[src/pcs_delim_regs.vh]
// constants for the gigabit delimiter coder: row codes, field values, seeds
`ifndef PCS_DELIM_REGS_VH
`define PCS_DELIM_REGS_VH

// ----------------------------------------------------------------
// symbol row codes shared by transmit selection and receive decode
// ----------------------------------------------------------------
`define ROW_W 4
`define ROW_IDLE 4'h0
`define ROW_START_DELIM_FIRST 4'h1
`define ROW_START_DELIM_SECOND 4'h2
`define ROW_DATA 4'h3
`define ROW_XMT_ERR 4'h4
`define ROW_CS_RESET 4'h5
`define ROW_CS_EXTEND 4'h6
`define ROW_CS_EXTEND_ERR 4'h7
`define ROW_END_DELIM_FIRST 4'h8
`define ROW_END_DELIM_EXTENSION_FAULT 4'h9
`define ROW_END_DELIM_SECOND_VAR0 4'hA
`define ROW_END_DELIM_SECOND_VAR1 4'hB
`define ROW_END_DELIM_SECOND_VAR2 4'hC
`define ROW_LPI 4'hD
`define ROW_COUNT 14

// ----------------------------------------------------------------
// field values and widths
// ----------------------------------------------------------------
`define TXD_EXTEND_OK 8'h0F
`define TXD_LPI_ASSERT 8'h01
`define SYMB_W 12
`define HIST_DEPTH 4
`define SCR_W 33
`define SCR_SEED 33'h000000001

`endif

[src/pcs_delim_coder.v]
// gigabit coding sublayer: delimiter selection, low-power request, receive and descramble
`timescale 1ns/1ps
`include "pcs_delim_regs.vh"

module pcs_delim_coder #(
  parameter ENERGY_SAVING_OPTION = 1,
  parameter TAP_MASTER = 13,
  parameter TAP_SLAVE = 20,
  parameter [`ROW_COUNT*`SYMB_W-1:0] ROW_SYMBOLS = {
    12'h249, 12'h492, 12'h924, 12'h111, 12'h222, 12'h444, 12'h888,
    12'h0F0, 12'h00F, 12'h333, 12'h000, 12'h666, 12'h555, 12'h000}
) (
  input wire I_SYS_CLK,
  input wire I_SYS_RST,
  input wire I_TX_EN,
  input wire I_TX_ER,
  input wire [7:0] I_TXD,
  input wire I_MASTER,
  input wire I_RX_SYMB_VALID,
  input wire [3:0] I_RX_ROW,
  input wire [7:0] I_RX_SCRAMBLED,
  input wire I_RX_READY,
  output reg [3:0] O_TX_ROW,
  output reg [11:0] O_TX_SYMB,
  output reg [7:0] O_TX_SCRAMBLED,
  output reg O_LOC_LPI_REQ,
  output reg O_REM_LPI_REQ,
  output wire O_RX_SYMB_READY,
  output wire O_RX_VALID,
  output wire O_RX_DV,
  output wire O_RX_ER,
  output wire [7:0] O_RXD
);

  // ----------------------------------------------------------------
  // helpers
  // ----------------------------------------------------------------
  function [`SYMB_W-1:0] row_lookup;
    input [3:0] row;
    input [7:0] sd;
    begin
      if (row == `ROW_DATA) begin
        row_lookup = {1'b0, sd[7:6], 1'b0, sd[5:4], 1'b0, sd[3:2], 1'b0, sd[1:0]};
      end else if (row < `ROW_COUNT) begin
        row_lookup = ROW_SYMBOLS[row*`SYMB_W +: `SYMB_W];
      end else begin
        row_lookup = {`SYMB_W{1'b0}};
      end
    end
  endfunction

  function [`SCR_W-1:0] lfsr_step;
    input [`SCR_W-1:0] s;
    input master;
    reg fb;
    begin
      fb = master ? (s[`SCR_W-1] ^ s[TAP_MASTER-1]) : (s[`SCR_W-1] ^ s[TAP_SLAVE-1]);
      lfsr_step = {s[`SCR_W-2:0], fb};
    end
  endfunction

  // ----------------------------------------------------------------
  // transmit flag history
  // ----------------------------------------------------------------
  reg [`HIST_DEPTH:1] en_hist_r;
  reg [`HIST_DEPTH:1] er_hist_r;

  always @(posedge I_SYS_CLK or posedge I_SYS_RST) begin
    if (I_SYS_RST) begin
      en_hist_r <= {`HIST_DEPTH{1'b0}};
      er_hist_r <= {`HIST_DEPTH{1'b0}};
    end else begin
      en_hist_r <= {en_hist_r[`HIST_DEPTH-1:1], I_TX_EN};
      er_hist_r <= {er_hist_r[`HIST_DEPTH-1:1], I_TX_ER};
    end
  end

  // ----------------------------------------------------------------
  // transmit scrambler
  // ----------------------------------------------------------------
  reg [`SCR_W-1:0] tx_scr_r;
  wire [`SCR_W-1:0] tx_scr_step = lfsr_step(tx_scr_r, I_MASTER);
  wire [7:0] scrambled_data_bits = I_TXD ^ tx_scr_r[7:0];

  always @(posedge I_SYS_CLK or posedge I_SYS_RST) begin
    if (I_SYS_RST) begin
      tx_scr_r <= `SCR_SEED;
    end else if (tx_scr_step == {`SCR_W{1'b0}}) begin
      // a zero state would lock the generator forever
      tx_scr_r <= `SCR_SEED;
    end else begin
      tx_scr_r <= tx_scr_step;
    end
  end

  // ----------------------------------------------------------------
  // transmit row selection
  // ----------------------------------------------------------------
  wire en0 = I_TX_EN;
  wire en1 = en_hist_r[1];
  wire en2 = en_hist_r[2];
  wire en3 = en_hist_r[3];
  wire en4 = en_hist_r[4];
  wire er0 = I_TX_ER;
  wire er1 = er_hist_r[1];
  wire er2 = er_hist_r[2];
  wire er3 = er_hist_r[3];
  wire ext_req = er0 && !en0;
  wire ext_err = ext_req && (I_TXD != `TXD_EXTEND_OK);
  wire lpi_assert = !en0 && er0 && (I_TXD == `TXD_LPI_ASSERT);
  wire in_end_delim = (!en2 && en3) || (!en3 && en4);
  reg [3:0] row_nxt;

  always @* begin
    row_nxt = `ROW_IDLE;
    if (en0 && !en1) begin
      row_nxt = `ROW_START_DELIM_FIRST;
    end else if (en1 && !en2) begin
      row_nxt = `ROW_START_DELIM_SECOND;
    end else if (en0) begin
      row_nxt = er0 ? `ROW_XMT_ERR : `ROW_DATA;
    end else if (in_end_delim && ext_err) begin
      row_nxt = `ROW_END_DELIM_EXTENSION_FAULT;
    end else if (!en2 && en3) begin
      row_nxt = `ROW_END_DELIM_FIRST;
    end else if (!en3 && en4) begin
      if (!er0 && !er1) begin
        row_nxt = `ROW_END_DELIM_SECOND_VAR0;
      end else if (!er0 && er1 && er2 && er3) begin
        row_nxt = `ROW_END_DELIM_SECOND_VAR1;
      end else if (er0 && er1 && er2 && er3 && I_TXD == `TXD_EXTEND_OK) begin
        row_nxt = `ROW_END_DELIM_SECOND_VAR2;
      end else begin
        // partial error run falls outside every variant; flag it as a fault
        row_nxt = `ROW_END_DELIM_EXTENSION_FAULT;
      end
    end else if (en1 || en2) begin
      // convolutional reset periods right after the frame
      if (ext_err || (!ext_req && er1 && en1)) begin
        row_nxt = `ROW_CS_EXTEND_ERR;
      end else if (ext_req) begin
        row_nxt = `ROW_CS_EXTEND;
      end else begin
        row_nxt = `ROW_CS_RESET;
      end
    end else if (lpi_assert && ENERGY_SAVING_OPTION != 0) begin
      row_nxt = `ROW_LPI;
    end
  end

  always @(posedge I_SYS_CLK or posedge I_SYS_RST) begin
    if (I_SYS_RST) begin
      O_TX_ROW <= `ROW_IDLE;
      O_TX_SYMB <= {`SYMB_W{1'b0}};
      O_TX_SCRAMBLED <= 8'h00;
    end else begin
      O_TX_ROW <= row_nxt;
      O_TX_SYMB <= row_lookup(row_nxt, scrambled_data_bits);
      O_TX_SCRAMBLED <= scrambled_data_bits;
    end
  end

  // ----------------------------------------------------------------
  // local low-power request machine
  // ----------------------------------------------------------------
  localparam LPI_INACTIVE = 2'b01;
  localparam LPI_ACTIVE = 2'b10;
  reg [1:0] lpi_state_r;
  reg [1:0] lpi_state_nxt;

  always @* begin
    case (lpi_state_r)
      LPI_INACTIVE: lpi_state_nxt = lpi_assert ? LPI_ACTIVE : LPI_INACTIVE;
      LPI_ACTIVE: lpi_state_nxt = lpi_assert ? LPI_ACTIVE : LPI_INACTIVE;
      default: lpi_state_nxt = LPI_INACTIVE;
    endcase
  end

  always @(posedge I_SYS_CLK or posedge I_SYS_RST) begin
    if (I_SYS_RST) begin
      lpi_state_r <= LPI_INACTIVE;
      O_LOC_LPI_REQ <= 1'b0;
    end else if (ENERGY_SAVING_OPTION != 0) begin
      lpi_state_r <= lpi_state_nxt;
      O_LOC_LPI_REQ <= (lpi_state_nxt == LPI_ACTIVE);
    end else begin
      lpi_state_r <= LPI_INACTIVE;
      O_LOC_LPI_REQ <= 1'b0;
    end
  end

  // ----------------------------------------------------------------
  // receive state machine and descrambler
  // ----------------------------------------------------------------
  localparam RX_IDLE = 4'b0001;
  localparam RX_START = 4'b0010;
  localparam RX_DATA = 4'b0100;
  localparam RX_END = 4'b1000;
  reg [3:0] rx_state_r;
  reg [3:0] rx_state_nxt;
  reg [`SCR_W-1:0] rx_scr_r;
  reg push_nxt;
  reg dv_nxt;
  reg er_nxt;
  wire buf_in_ready;
  wire rx_take = I_RX_SYMB_VALID && buf_in_ready;
  wire [7:0] rx_plain = I_RX_SCRAMBLED ^ rx_scr_r[7:0];

  always @* begin
    rx_state_nxt = rx_state_r;
    push_nxt = 1'b0;
    dv_nxt = 1'b0;
    er_nxt = 1'b0;
    case (rx_state_r)
      RX_IDLE: begin
        if (I_RX_ROW == `ROW_START_DELIM_FIRST) begin
          rx_state_nxt = RX_START;
        end
      end
      RX_START: begin
        if (I_RX_ROW == `ROW_START_DELIM_SECOND) begin
          rx_state_nxt = RX_DATA;
        end else begin
          // broken start: report a false carrier and resync
          push_nxt = 1'b1;
          er_nxt = 1'b1;
          rx_state_nxt = RX_IDLE;
        end
      end
      RX_DATA: begin
        push_nxt = 1'b1;
        dv_nxt = 1'b1;
        if (I_RX_ROW == `ROW_DATA) begin
          er_nxt = 1'b0;
        end else if (I_RX_ROW == `ROW_XMT_ERR) begin
          er_nxt = 1'b1;
        end else if (I_RX_ROW == `ROW_CS_RESET || I_RX_ROW == `ROW_CS_EXTEND ||
                     I_RX_ROW == `ROW_CS_EXTEND_ERR) begin
          push_nxt = 1'b0;
          dv_nxt = 1'b0;
          rx_state_nxt = RX_END;
        end else begin
          er_nxt = 1'b1;
          rx_state_nxt = RX_END;
        end
      end
      RX_END: begin
        if (I_RX_ROW != `ROW_CS_RESET && I_RX_ROW != `ROW_CS_EXTEND &&
            I_RX_ROW != `ROW_CS_EXTEND_ERR && I_RX_ROW != `ROW_END_DELIM_FIRST) begin
          rx_state_nxt = RX_IDLE;
        end
      end
      default: rx_state_nxt = RX_IDLE;
    endcase
  end

  always @(posedge I_SYS_CLK or posedge I_SYS_RST) begin
    if (I_SYS_RST) begin
      rx_state_r <= RX_IDLE;
      rx_scr_r <= `SCR_SEED;
      O_REM_LPI_REQ <= 1'b0;
    end else begin
      if (rx_take) begin
        rx_state_r <= rx_state_nxt;
        // role picks the generator; zero state reseeded as on transmit
        if (lfsr_step(rx_scr_r, ~I_MASTER) == {`SCR_W{1'b0}}) begin
          rx_scr_r <= `SCR_SEED;
        end else begin
          rx_scr_r <= lfsr_step(rx_scr_r, ~I_MASTER);
        end
        if (ENERGY_SAVING_OPTION != 0) begin
          O_REM_LPI_REQ <= (I_RX_ROW == `ROW_LPI);
        end
      end
      if (ENERGY_SAVING_OPTION == 0) begin
        O_REM_LPI_REQ <= 1'b0;
      end
    end
  end

  // ----------------------------------------------------------------
  // receive buffer toward the reconciliation side
  // ----------------------------------------------------------------
  // a stall lowers the registered ready; symbols offered meanwhile are not taken
  pcs_skid_buf #(
    .WIDTH(10),
    .DEPTH(2)
  ) u_rx_buf (
    .i_clk(I_SYS_CLK),
    .i_rst(I_SYS_RST),
    .i_in_valid(rx_take && push_nxt),
    .i_in_data({dv_nxt, er_nxt, rx_plain}),
    .o_in_ready(buf_in_ready),
    .o_out_valid(O_RX_VALID),
    .o_out_data({O_RX_DV, O_RX_ER, O_RXD}),
    .i_out_ready(I_RX_READY)
  );

  assign O_RX_SYMB_READY = buf_in_ready;

endmodule // pcs_delim_coder

[src/pcs_skid_buf.v]
// two-entry valid/ready buffer holding receive words
`timescale 1ns/1ps
module pcs_skid_buf #(
  parameter WIDTH = 10,
  parameter DEPTH = 2
) (
  input wire i_clk,
  input wire i_rst,
  input wire i_in_valid,
  input wire [WIDTH-1:0] i_in_data,
  output reg o_in_ready,
  output reg o_out_valid,
  output reg [WIDTH-1:0] o_out_data,
  input wire i_out_ready
);
  reg [WIDTH-1:0] mem_r [0:DEPTH-1];
  reg [1:0] cnt_r;
  reg [1:0] cnt_nxt;
  reg rd_ptr_r;
  reg wr_ptr_r;
  wire push = i_in_valid && o_in_ready;
  wire pop = o_out_valid && i_out_ready;
  integer k;

  always @* begin
    cnt_nxt = cnt_r;
    if (push && !pop) begin
      cnt_nxt = cnt_r + 2'd1;
    end else if (pop && !push) begin
      cnt_nxt = cnt_r - 2'd1;
    end
  end

  always @(posedge i_clk or posedge i_rst) begin
    if (i_rst) begin
      cnt_r <= 2'd0;
      rd_ptr_r <= 1'b0;
      wr_ptr_r <= 1'b0;
      o_in_ready <= 1'b0;
      o_out_valid <= 1'b0;
      o_out_data <= {WIDTH{1'b0}};
      for (k = 0; k < DEPTH; k = k + 1) begin
        mem_r[k] <= {WIDTH{1'b0}};
      end
    end else begin
      cnt_r <= cnt_nxt;
      // ready is registered so the source sees honest back-pressure
      o_in_ready <= (cnt_nxt < DEPTH);
      if (push) begin
        mem_r[wr_ptr_r] <= i_in_data;
        wr_ptr_r <= ~wr_ptr_r;
      end
      if (pop) begin
        rd_ptr_r <= ~rd_ptr_r;
      end
      o_out_valid <= (cnt_nxt != 2'd0);
      if (cnt_nxt != 2'd0) begin
        if (cnt_r == 2'd0 || (pop && cnt_r == 2'd1)) begin
          o_out_data <= i_in_data;
        end else if (pop) begin
          o_out_data <= mem_r[~rd_ptr_r];
        end else begin
          o_out_data <= mem_r[rd_ptr_r];
        end
      end
    end
  end
endmodule // pcs_skid_buf

[config.mk]
export PLATFORM = sky130hd
export DESIGN_NAME = pcs_delim_coder
export DESIGN_NICKNAME = d
export VERILOG_FILES = /design/src/pcs_delim_coder.v /design/src/pcs_skid_buf.v
export VERILOG_INCLUDE_DIRS = /design/src
export SDC_FILE = /design/constraint.sdc
export NUM_CORES = 1
export LEC_CHECK = 0
export BUFFER_PORTS_ARGS = -buffer_cell sky130_fd_sc_hd__buf_4
export CAP_MARGIN = 15
export CORE_MARGIN = 1.5
export CORE_UTILIZATION = 53
export CTS_CLUSTER_DIAMETER = 30
export DETAILED_ROUTE_END_ITERATION = 8
export PLACE_DENSITY_LB_ADDON = 0.2
export SLEW_MARGIN = 20
export SYNTH_ARGS = -nofsm -noshare
export SYNTH_HDL_FRONTEND = slang
export SYNTH_HIERARCHICAL = 1
export SYNTH_SLANG_ARGS = --single-unit
export TNS_END_PERCENT = 20
[constraint.sdc]
create_clock -name I_SYS_CLK -period 7.4 [get_ports I_SYS_CLK]
set_clock_uncertainty 0.2 [all_clocks]
set_input_delay 1.11 -clock I_SYS_CLK [delete_from_list [all_inputs] [get_ports I_SYS_CLK]]
set_output_delay 1.11 -clock I_SYS_CLK [all_outputs]
set_load 0.005 [all_outputs]
==> metrics.md <==
| Metric | Value |
|---|---|
| Initial DRT Pass Iterations | 7 |
| CTS Buffer Depth | 2 |
| Register area | around 3500 µm² |
| EDFF count, synth | 0 |
| Detail Placement HPWL | between 8000 and 9000 µm |
| 1st-iter DRT viols | 226 |
| Hold WS | between 150 and 200 ps |
| Register area share after synthesis | between 50% and 60% |
| TritonCTS buffer count | 17 |
| Failing checks | design-rule violations |
| Mapped Area | approximately 6300 µm² |
| Synthesis-to-layout area growth | 16.9% |
| CP Max Fanout | 12 |
| I/O Pins | between 60 and 70 |
| Combinational share of power | a little over a quarter |
| P_sw | 754 µW |
| RSZ-0062 raised after global routing | no |
| Seq pwr share | between 30% and 40% |
| DP Worst Slack | approximately 3200 ps |
| Crit path largest cell delay | between 700 and 800 ps |
| Syn Area/Cell | roughly 12 µm² |
| CTS resizes | 0 |
| Max IR drop VDD | roughly 0.00017 V |
| Worst-Skew Late Latency | between 400 and 500 ps |
| FMAX | 265 MHz |
| Worst reg2reg setup slack | about 4100 ps |
| Layout cells sized above 1 | 32.6% |
| Critical path type | in -> reg |
| Power Internal | 1.86 mW |
| Reg clk slew, reported paths | ~50 ps |
| Min-delay worst type | reg -> reg |
| CTS Sinks | 140 |
| Initial Util | 54.7% |
| Setup violators final | 0 |
| Port bufs | between 60 and 70 |
| Post-synthesis register bit count | 140 |
| Grt total ovfl | 0 |
| CTS tree | built |
| Final hold violation count | 0 |
| Core ar. | about 12000 µm² |
| Vias in the first global route | ~4200 |
| Die Height | roughly 110 µm |
| Largest net degree at the start of global routing | 59 |
| Row count | 39 |
| Most frequent cells in the layout | 136 x dfrtp_1, 67 x buf_4, 53 x mux2_2 |
| Required @ worst endpoint | about 7500 ps |
| Leak | 3.52 nW |
| Slew headroom | between 30% and 40% |
| Post-CTS Setup Bufs | 0 |
| N_diodes | 0 |
| Worst Tran Pin Value | roughly 970 ps |
| H-tree depth | 4 |
| CTS Hold Bufs | 0 |
| Synth Flop Type | dfrtp_1 |
| Die area | ~13000 µm² |
| DRT antenna net count | 0 |
| CTS root buf | clkbuf_16 |
| Final Worst Setup Slack | roughly 3600 ps |
| Routed vias | 4212 |
| Asr flop ratio synth | 100% |
| Distinct cell type count of the synthesized netlist | 77 |
| Yosys warnings | 6 |
| Initial antenna violation count | 0 |
| Placer congestion estimate | ~0.90 |
| Via-to-Cell Ratio | 5.83 |
| CP cell instances | buf_4, or4b_4, or3_4, o32ai_2, o22ai_1, ha_1, or4b_2, o211ai_1 |
| Total power | roughly 2.6 mW |
| Net Sw Frac | between 20 and 30% |
| Wire per inst | 17.8 µm |
| Mapped Cells | around 530 |
| Gr usage total | 21.7% |
| Syn Nets | 565 |
| Final #Nets | 600 |
| Die X | 112 µm |
| Slowest library cell on the worst path | or4b_2 |
| Status | finished with violations |
| Final period utilization | between 50% and 60% |
| Slew Limit Fails | 0 |
| Area occupied by multi-input gates | between 2000 and 2500 µm² |
| Clock share of power | between 30% and 40% |
| Final Critical Period | around 3800 ps |
| Maxcap violations | 0 |
| Routed WL | between 10000 and 15000 µm |
| DRC | 4 |
| # fillers | roughly 920 |
| TNS Setup | 0 ps |
| PwrDens | approximately 350 nW/µm² |
| Startpoint Class | primary input |
| Setup crit end kind | register |
| First-pass GRT wire length | roughly 21000 µm |
| Finished Layout Cells | 722 |
| Placed instance count | 690 |
| Arr. time, crit path | just under 4000 ps |
| Commonest non-fill, non-tap cell in the layout | dfrtp_1 |
[per-stage QoR]
| step | cell area (µm²) | utilization [%] |
|---|---|---|
| global placement | 6750 | 58.6 |
| global route | 7370 | 64.0 |
| detailed placement | 6750 | 58.6 |
| finish | 7370 | 64.0 |
| CTS | 7370 | 64.0 |
| floorplan | 6300 | - |
[metal layers]
| layer | GRT usage (%) | vias to the layer above | routed length, µm |
|---|---|---|---|
| met2 | 33.8 | 100 | 6340 |
| li1 | - | 1959 | - |
| met5 | 0 | - | 0 |
| met3 | 5.72 | 20 | 539 |
| met1 | 29.3 | 2133 | 5760 |
| met4 | 8.69 | 0 | 252 |
[registers in the layout, summed over array words and instances, names as in the netlist]
register / count
O_TX_SCRAMBLED: 8
u_rx_buf/o_out_valid: 1
rx_state_r: 4
u_rx_buf/o_out_data: 10
O_TX_ROW: 4
u_rx_buf/rd_ptr_r: 1
u_rx_buf/cnt_r: 2
rx_scr_r: 33
O_REM_LPI_REQ: 1
tx_scr_r: 33
en_hist_r: 4
O_TX_SYMB: 12
O_LOC_LPI_REQ: 1
u_rx_buf/mem_r: 20
u_rx_buf/wr_ptr_r: 1
u_rx_buf/o_in_ready: 1
lpi_state_r: 1
er_hist_r: 3
[power by group through the flow]
| stage | registers (mW) | clock network, mW | logic (mW) |
|---|---|---|---|
| after floorplan | 1.02 | 0 | 0.517 |
| after global placement | 1.04 | 0 | 0.668 |
| after detailed placement | 1.06 | 0 | 0.690 |
| after CTS | 1.04 | 0.894 | 0.696 |
| after global routing | 1.06 | 0.933 | 0.759 |
| final | 1.04 | 0.879 | 0.692 |
[synth_stat cells (5+ instances only)]
master      n  share of area, %
mux2_2     53               9.5
ha_1        7               1.4
xor2_1     18               2.5
clkbuf_1   40               2.4
dfrtp_1   136                54
nor2b_1     5              0.50
nor2_1     29               1.7
nand2_1    23               1.4
nor4_1     19               1.9
o21ai_0    19               1.5
nand4_1     8              0.79
a31oi_1    13               1.3
a21oi_1    11              0.87
inv_1      19               1.1
mux2_4      9               2.1
nand3_1    17               1.3
nand2b_1    7              0.69
[critical path: cells and delay by family]
family / cells / cell delay [ps]
AO/OA/AOI/OAI: 3 / 630
adder cells (fa/ha/maj): 1 / 370
buffers and inverters: 1 / 120
AND/OR/NAND/NOR: 3 / 1670
[layout make-up]
| class | count | share of cell area [%] |
|---|---|---|
| clock buffers | 22 | 6.57 |
| well taps | 143 | 2.43 |
| flip-flops and latches | 140 | 47.6 |
| clock inverters | 10 | 1.87 |
| repair buffers | 67 | 6.82 |
| inverters | 20 | 1.05 |
| multi-input cells | 320 | 33.7 |
[logic make-up after synthesis]
logic type / synth area share [%]
flops: 55.6
fa+ha+maj: 1.55
simple gates: 11.9
compound gates: 10.3
buf+inv: 4.96
mux: 12.2
xor+xnor: 3.35
[final timing paths]
| path | start | to | depth (start not counted) |
|---|---|---|---|
| worst max-delay path | I_TXD[5] | O_TX_SYMB[8] | 8 |
| worst min-delay path | tx_scr_r[16] | tx_scr_r[17] | 0 |
| worst max register to register | en_hist_r[3] | O_TX_SYMB[8] | 6 |
| worst min register to register | tx_scr_r[16] | tx_scr_r[17] | 0 |
| max in group asynchronous | I_SYS_RST | O_TX_SYMB[11] | 3 |
| min in group asynchronous | I_SYS_RST | rx_scr_r[4] | 2 |
No activity file was read; power rests on OpenSTA's default activity.
